File: src/rtl/wpr_pkg.sv
package wpr_pkg;
  // fixed bus addresses, no address pins on this block
  localparam logic [6:0] SLV_ADDR_STD  = 7'h2E;
  localparam logic [6:0] SLV_ADDR_ALT  = 7'h3E;
  localparam logic [6:0] GEN_CALL_ADDR = 7'h00;
  // wiper register: power-on value is mid-scale
  localparam logic [6:0] WIPER_RST     = 7'h3F;
  // only command code zero addresses the wiper
  localparam logic [7:0] CMD_WIPER     = 8'h00;
  // byte returned when the command code did not select the wiper
  localparam logic [7:0] RD_BLANK      = 8'hFF;
  localparam logic [3:0] BYTE_BITS     = 4'h8;

  typedef enum logic [6:0] {
    ST_IDLE = 7'h01,
    ST_ADDR = 7'h02,
    ST_ACK  = 7'h04,
    ST_CMD  = 7'h08,
    ST_DATA = 7'h10,
    ST_TX   = 7'h20,
    ST_MACK = 7'h40
  } wpr_state_type;

  // which byte the device is acknowledging
  typedef enum logic [3:0] {
    AK_ADDR_WR = 4'h1,
    AK_ADDR_RD = 4'h2,
    AK_CMD     = 4'h4,
    AK_DATA    = 4'h8
  } wpr_ack_type;
endpackage

File: src/rtl/wpr_slave.sv
// Contract
// - bad command: release data, wait new start
// - slave only, seven fixed address bits
// - address 0101110, option selects 0111110
// - control byte follows start, address then direction
// - no address select inputs at all
// - general call is not acknowledged
// - start resets interface only, not wiper
// - master not-acknowledge resets interface
// - start during write acknowledge keeps the write
// - after stop, idle until next start
// - write format; device drives every acknowledge
// - data byte committed during its acknowledge
// - byte cut by start or stop is dropped
// - further data bytes each committed in turn
// - data byte MSB ignored, seven bits stored
// - non-zero command suppresses wiper write
// - read format with repeated start and read bit
// - device drives data until eight bits out
// - non-zero command never returns wiper value
// - stop ends command, repeated start keeps it
// - clock line is never held low
// - mismatched address gets not-acknowledge
// - reset loads wiper with mid-scale
`timescale 1ns/1ps
`default_nettype none

module wpr_slave #(
  parameter bit ALT_ADDR = 1'b0
) (
  input  wire logic       clk,
  input  wire logic       sys_rst,
  input  wire logic       scl_in,
  input  wire logic       sda_in,
  output logic            sda_out,
  output logic            sda_oe,
  output logic [6:0]      wiper_position
);
  import wpr_pkg::*;

  // address is fixed by the build option only, no pins
  localparam logic [6:0] OWN_ADDR = ALT_ADDR ? SLV_ADDR_ALT : SLV_ADDR_STD;

  // general call never matches, so it falls through to a not-acknowledge
  function automatic logic addr_hit(input logic [6:0] a);
    addr_hit = (a == OWN_ADDR) && (a != GEN_CALL_ADDR);
  endfunction

  logic [2:0]    scl_s;
  logic [2:0]    sda_s;
  logic          scl_f;
  logic          sda_f;
  logic          scl_q;
  logic          sda_q;
  logic          next_scl_f;
  logic          next_sda_f;
  logic          scl_rise;
  logic          scl_fall;
  logic          start_evt;
  logic          stop_evt;

  wpr_state_type state;
  wpr_state_type next_state;
  wpr_ack_type   kind;
  wpr_ack_type   next_kind;
  logic [3:0]    bitcnt;
  logic [3:0]    next_bitcnt;
  logic [7:0]    shift;
  logic [7:0]    next_shift;
  logic [7:0]    tx;
  logic [7:0]    next_tx;
  logic          cmd_ok;
  logic          next_cmd_ok;
  logic          drive;
  logic          next_drive;
  logic [6:0]    next_wiper;

  // open-drain data: only ever pulls low; the clock pin has no driver
  assign sda_out        = 1'b0;
  assign sda_oe         = drive;

  // a filtered level moves only once stages two and three agree
  always_comb begin
    next_scl_f = (scl_s[1] == scl_s[2]) ? scl_s[2] : scl_f;
    next_sda_f = (sda_s[1] == sda_s[2]) ? sda_s[2] : sda_f;
  end

  // lines idle high, so the chain resets to one
  always_ff @(posedge clk or posedge sys_rst) begin
    if (sys_rst) begin
      scl_s <= 3'h7;
      sda_s <= 3'h7;
      scl_f <= 1'b1;
      sda_f <= 1'b1;
      scl_q <= 1'b1;
      sda_q <= 1'b1;
    end else begin
      scl_s <= {scl_s[1:0], scl_in};
      sda_s <= {sda_s[1:0], sda_in};
      scl_f <= next_scl_f;
      sda_f <= next_sda_f;
      scl_q <= scl_f;
      sda_q <= sda_f;
    end
  end

  // bus events; start and stop are data edges with the clock high
  assign scl_rise  = scl_f & ~scl_q;
  assign scl_fall  = ~scl_f & scl_q;
  assign start_evt = scl_f & scl_q & sda_q & ~sda_f;
  assign stop_evt  = scl_f & scl_q & ~sda_q & sda_f;

  // protocol engine; transitions occur on filtered clock edges or on start and stop
  always_comb begin
    next_state  = state;
    next_kind   = kind;
    next_bitcnt = bitcnt;
    next_shift  = shift;
    next_tx     = tx;
    next_cmd_ok = cmd_ok;
    next_drive  = drive;
    next_wiper  = wiper_position;
    if (stop_evt) begin
      // stop ends any command and leaves the bus watched
      next_state  = ST_IDLE;
      next_drive  = 1'b0;
      next_cmd_ok = 1'b0;
    end else if (start_evt) begin
      // interface restarts; wiper untouched, open byte dropped
      next_state  = ST_ADDR;
      next_bitcnt = '0;
      next_drive  = 1'b0;
    end else begin
      case (state)
        ST_ADDR, ST_CMD, ST_DATA: begin
          if (scl_rise) begin
            next_shift  = {shift[6:0], sda_f};
            next_bitcnt = 4'(bitcnt + 4'h1);
          end else if (scl_fall && bitcnt == BYTE_BITS) begin
            next_bitcnt = '0;
            if (state == ST_ADDR) begin
              if (addr_hit(shift[7:1])) begin
                next_state = ST_ACK;
                next_drive = 1'b1;
                next_kind  = shift[0] ? AK_ADDR_RD : AK_ADDR_WR;
              end else begin
                next_state = ST_IDLE;
              end
            end else if (state == ST_CMD) begin
              if (shift == CMD_WIPER) begin
                next_cmd_ok = 1'b1;
                next_state  = ST_ACK;
                next_drive  = 1'b1;
                next_kind   = AK_CMD;
              end else begin
                // undefined command: go passive until a new start
                next_cmd_ok = 1'b0;
                next_state  = ST_IDLE;
              end
            end else begin
              next_state = ST_ACK;
              next_drive = 1'b1;
              next_kind  = AK_DATA;
            end
          end
        end
        ST_ACK: begin
          if (scl_rise && kind == AK_DATA && cmd_ok) begin
            // commit in the acknowledge bit, MSB dropped
            next_wiper = shift[6:0];
          end else if (scl_fall) begin
            next_bitcnt = '0;
            if (kind == AK_ADDR_WR) begin
              next_state = ST_CMD;
              next_drive = 1'b0;
            end else if (kind == AK_ADDR_RD) begin
              // read byte: wiper with MSB zero, else all ones
              next_tx    = cmd_ok ? {1'b0, wiper_position}
                                  : RD_BLANK;
              next_state = ST_TX;
              next_drive = ~next_tx[7];
            end else begin
              next_state = ST_DATA;
              next_drive = 1'b0;
            end
          end
        end
        ST_TX: begin
          if (scl_rise) begin
            next_bitcnt = 4'(bitcnt + 4'h1);
          end else if (scl_fall) begin
            if (bitcnt == BYTE_BITS) begin
              next_state  = ST_MACK;
              next_drive  = 1'b0;
              next_bitcnt = '0;
            end else begin
              next_tx    = {tx[6:0], 1'b1};
              next_drive = ~tx[6];
            end
          end
        end
        ST_MACK: begin
          if (scl_rise && sda_f) begin
            // master not-acknowledge ends the read
            next_state = ST_IDLE;
          end else if (scl_fall) begin
            // acknowledged: the same byte goes out again
            next_tx    = cmd_ok ? {1'b0, wiper_position} : RD_BLANK;
            next_state = ST_TX;
            next_drive = ~next_tx[7];
          end
        end
        default: begin
          next_state = ST_IDLE;
        end
      endcase
    end
  end

  // engine registers; wiper takes its mid-scale value at reset
  always_ff @(posedge clk or posedge sys_rst) begin
    if (sys_rst) begin
      state          <= ST_IDLE;
      kind           <= AK_ADDR_WR;
      bitcnt         <= '0;
      shift          <= '0;
      tx             <= '0;
      cmd_ok         <= 1'b0;
      drive          <= 1'b0;
      wiper_position <= WIPER_RST;
    end else begin
      state          <= next_state;
      kind           <= next_kind;
      bitcnt         <= next_bitcnt;
      shift          <= next_shift;
      tx             <= next_tx;
      cmd_ok         <= next_cmd_ok;
      drive          <= next_drive;
      wiper_position <= next_wiper;
    end
  end
endmodule

`default_nettype wire

File: config.mk
export PLATFORM = sky130hd
export DESIGN_NAME = wpr_slave
export DESIGN_NICKNAME = d
export VERILOG_FILES = /design/src/rtl/wpr_pkg.sv /design/src/rtl/wpr_slave.sv
export SDC_FILE = /design/constraint.sdc
export NUM_CORES = 1
export LEC_CHECK = 0
export BUFFER_PORTS_ARGS = -buffer_cell sky130_fd_sc_hd__buf_2
export CORE_MARGIN = 3
export CORE_UTILIZATION = 45
export CTS_CLUSTER_DIAMETER = 50
export DETAILED_ROUTE_END_ITERATION = 8
export GPL_ROUTABILITY_DRIVEN = 0
export PLACE_DENSITY = 0.71
export SLEW_MARGIN = 20
export SYNTH_ARGS = -nofsm -noshare
export SYNTH_HDL_FRONTEND = slang
export SYNTH_SLANG_ARGS = --single-unit
File: constraint.sdc
create_clock -name clk -period 3.32 [get_ports clk]
set_clock_uncertainty 0.05 [all_clocks]
set_input_delay 0.664 -clock clk [delete_from_list [all_inputs] [get_ports clk]]
set_output_delay 0.664 -clock clk [all_outputs]
set_load 0.1 [all_outputs]
==> flow_summary.json <==
{
  "status": "finished clean",
  "peakVddDrop_v": 0.000331,
  "synth-warning-count": 0,
  "crit_path_end_kind": "register",
  "die-height_microns": 81.9,
  "crit_required_ns": 3.46,
  "dp.cells": 314,
  "fp-row-count": 27,
  "die_area_sq_mm": 0.00671,
  "syn_inst": 242,
  "routed_wl_microns": 5100,
  "nNetsFinal": 258,
  "clock_sinks": 49,
  "fin_cells": 322,
  "fp.dieW_microns": 81.9,
  "route.met3.wl_microns": 347,
  "power_density_mw_per_mm2": 400,
  "hp-start": "sda_s[0]$_DFF_PP1_",
  "clock.fmax_ghz": 0.370,
  "r2r-start": "scl_f$_DFFE_PP1N_",
  "final_max_slew_viol_count": 0,
  "netlist_area_sq_mm": 0.00259,
  "antenna_found_initial": 0,
  "numPortBuffers": 11,
  "cts_root_buf": "clkbuf_8",
  "crit_slowest_cell": "dfstp_2",
  "pre_cts_slack_ns": 0.650,
  "syn_nets": 251,
  "hold_depth": 0,
  "path_class": "register to register",
  "area_growth_pct": 6.85,
  "synth-seq-cells": 49,
  "hold_path.class": "register to register",
  "hpwl_microns": 3610,
  "worstMarginPinSlew_ns": 0.990,
  "clock_latency_ns": 0.30,
  "worstRegToRegCells": 7,
  "period_needed_ns": 2.70,
  "clockBufferDepth": 2,
  "syn_avg_cell_area_sq_um": 10.7,
  "grt_max_degree": 50,
  "tritoncts": "yes",
  "fin_tns_setup_ns": 0,
  "fin_ws_ns": 0.616,
  "max_cap_viol_count": 0,
  "ctsResizeCount": 0,
  "hold_viol_final": 0,
  "drc": 0,
  "highest_layer": "met4",
  "track_usage_pct": 16.6,
  "grt_pass1_wl_microns": 8440,
  "grt_pass1_vias": 1680,
  "worstPathMaxFanout": 8,
  "met1Wirelength_microns": 2440,
  "ys_seq_area_share_pct": 48.2,
  "route.met2.wl_microns": 2260,
  "drive_gt1_share_pct": 29.6,
  "cp-startpoint": "scl_f$_DFFE_PP1N_",
  "final_common_cell": "dfrtp_1",
  "drt-initial-drc-count": 247,
  "timing.slew.headroom_pct": 33.9,
  "ant_nets": 0,
  "cpPeakStageDelay_ns": 0.58,
  "path_cells": "ha_1 > nor4b_1 > nand3_1 > or3_1 > o211ai_2 > a31o_4 > mux2_2",
  "min_period_over_period_pct": 81.4,
  "clk_pin_slew_ns": 0.09,
  "io_pins": 13,
  "post_cts_buffers": 0,
  "core_area_sq_mm": 0.00554,
  "via_per_inst": 5.65,
  "grt_overflow": 0,
  "synth.distinct_cells": 59,
  "wl_per_cell_microns": 15.8,
  "synth-edff-count": 0,
  "diodes": 0,
  "worstPathArrival_ns": 2.85,
  "final_cell_mix": "31 x dfrtp_1, 27 x mux2_2, 19 x nor2_1, 18 x nand2_1, 18 x dfstp_2",
  "async_flop_share_pct": 100,
  "rsz0062_at_grt": "no",
  "cts_hold_buf": 0,
  "numCtsBuffers": 5,
  "vias": 1820,
  "ys.flop_type": "dfrtp_1",
  "start_kind": "register",
  "drt-pass1-iter-count": 4,
  "htreeDepth": 2,
  "initial_utilization_pct": 46.8,
  "power.leakage_nw": 1.28,
  "setup_violations": 0
}
-- stage by stage --
stage,hold slack (ns),cell area [sq um],power (mW),util [%]
2_1_floorplan,0.295,2590,0.738,-
3_3_place_gp,0.296,2680,0.761,48.4
3_5_place_dp,0.298,2680,0.764,48.4
4_1_cts,0.308,2770,1.12,50.0
5_1_grt,0.316,2770,1.17,50.0
6_report,0.300,2770,1.11,50.0
-- critical path, delay by kind of cell, from the launching register on --
kind	cells	cell delay, ns
and+or+nand+nor	3	0.94
DFF	1	0.58
AOI/OAI and AO/OA	2	0.39
muxes	1	0.33
adders and majority gates	1	0.31
-- cells by family after synthesis --
kind of cell	count (synthesis)	synth area share, %
AOI/OAI and AO/OA	41	11.4
and+or+nand+nor	83	17.8
DFF	49	48.2
adders and majority gates	7	3.19
xor gates and xnor gates	3	1.01
other	1	0.145
buffers and inverters	25	4.10
muxes	33	14.1
-- synth_stat cells, types with 2 or more instances --
cell	count	area share [%]
nand2_1	18	2.6
xor2_1	3	1.0
mux2i_1	4	1.5
and3_1	4	0.97
buf_2	3	0.58
nor4_1	2	0.48
or4_1	2	0.58
nand3_1	11	2.1
a31oi_1	7	1.7
dfrtp_1	31	30
nand3b_1	3	0.87
inv_1	14	2.0
a21oi_1	6	1.2
mux2_2	27	12
nand2b_1	2	0.48
or3_1	3	0.72
ha_1	5	2.4
buf_4	2	0.58
dfstp_2	18	18
o21ai_0	8	1.5
nor3b_1	2	0.58
nor2_1	19	2.8
clkbuf_1	4	0.58
nor3_1	2	0.39
and3b_1	2	0.68
o22ai_1	2	0.48
maj3_1	2	0.77
nand4_1	3	0.72
nor4_2	2	0.97
mux2_1	2	0.87
-- registers in the layout, indices dropped and copies added (netlist names) --
register and flops:
shift 8, state 7, tx 7, wiper_position 7, bitcnt 4, kind 4, scl_s 3, sda_s 3
cmd_ok 1, scl_f 1, scl_q 1, sda_f 1, sda_oe 1, sda_q 1
-- metal layers --
layer,vias up,track usage [%]
met2,65,23.5
met1,865,25.5
met5,-,0
li1,884,-
met4,0,3.99
met3,6,3.73
-- area by class of cell --
type                       count  area (sq um)
multi-input combinational    168          1240
timing repair buffer          11          55.1
clock buffer                   6          72.6
clock inverter                 2          13.8
inverter                      14          52.6
tap                           72          90.1
fill                         504          2770
sequential                    49          1250
-- where the power goes --
group	switching, mW	internal (mW)	leakage (nW)
sequential	0.0247	0.626	0.620
combinational	0.0658	0.0363	0.614
clock	0.205	0.151	0.0456
-- worst paths after layout --
kind	end	slack, ns
setup / recovery	state[3]$_DFFE_PP0P_	0.62
hold / removal	sda_s[1]$_DFF_PP1_	0.30
setup reg to reg	state[3]$_DFFE_PP0P_	0.62
hold reg to reg	sda_s[1]$_DFF_PP1_	0.30
max in group asynchronous	state[1]$_DFFE_PP0P_	2.07
min in group asynchronous	sda_oe$_DFFE_PP0P_	0.54
Power figures use the tool's default switching activity.
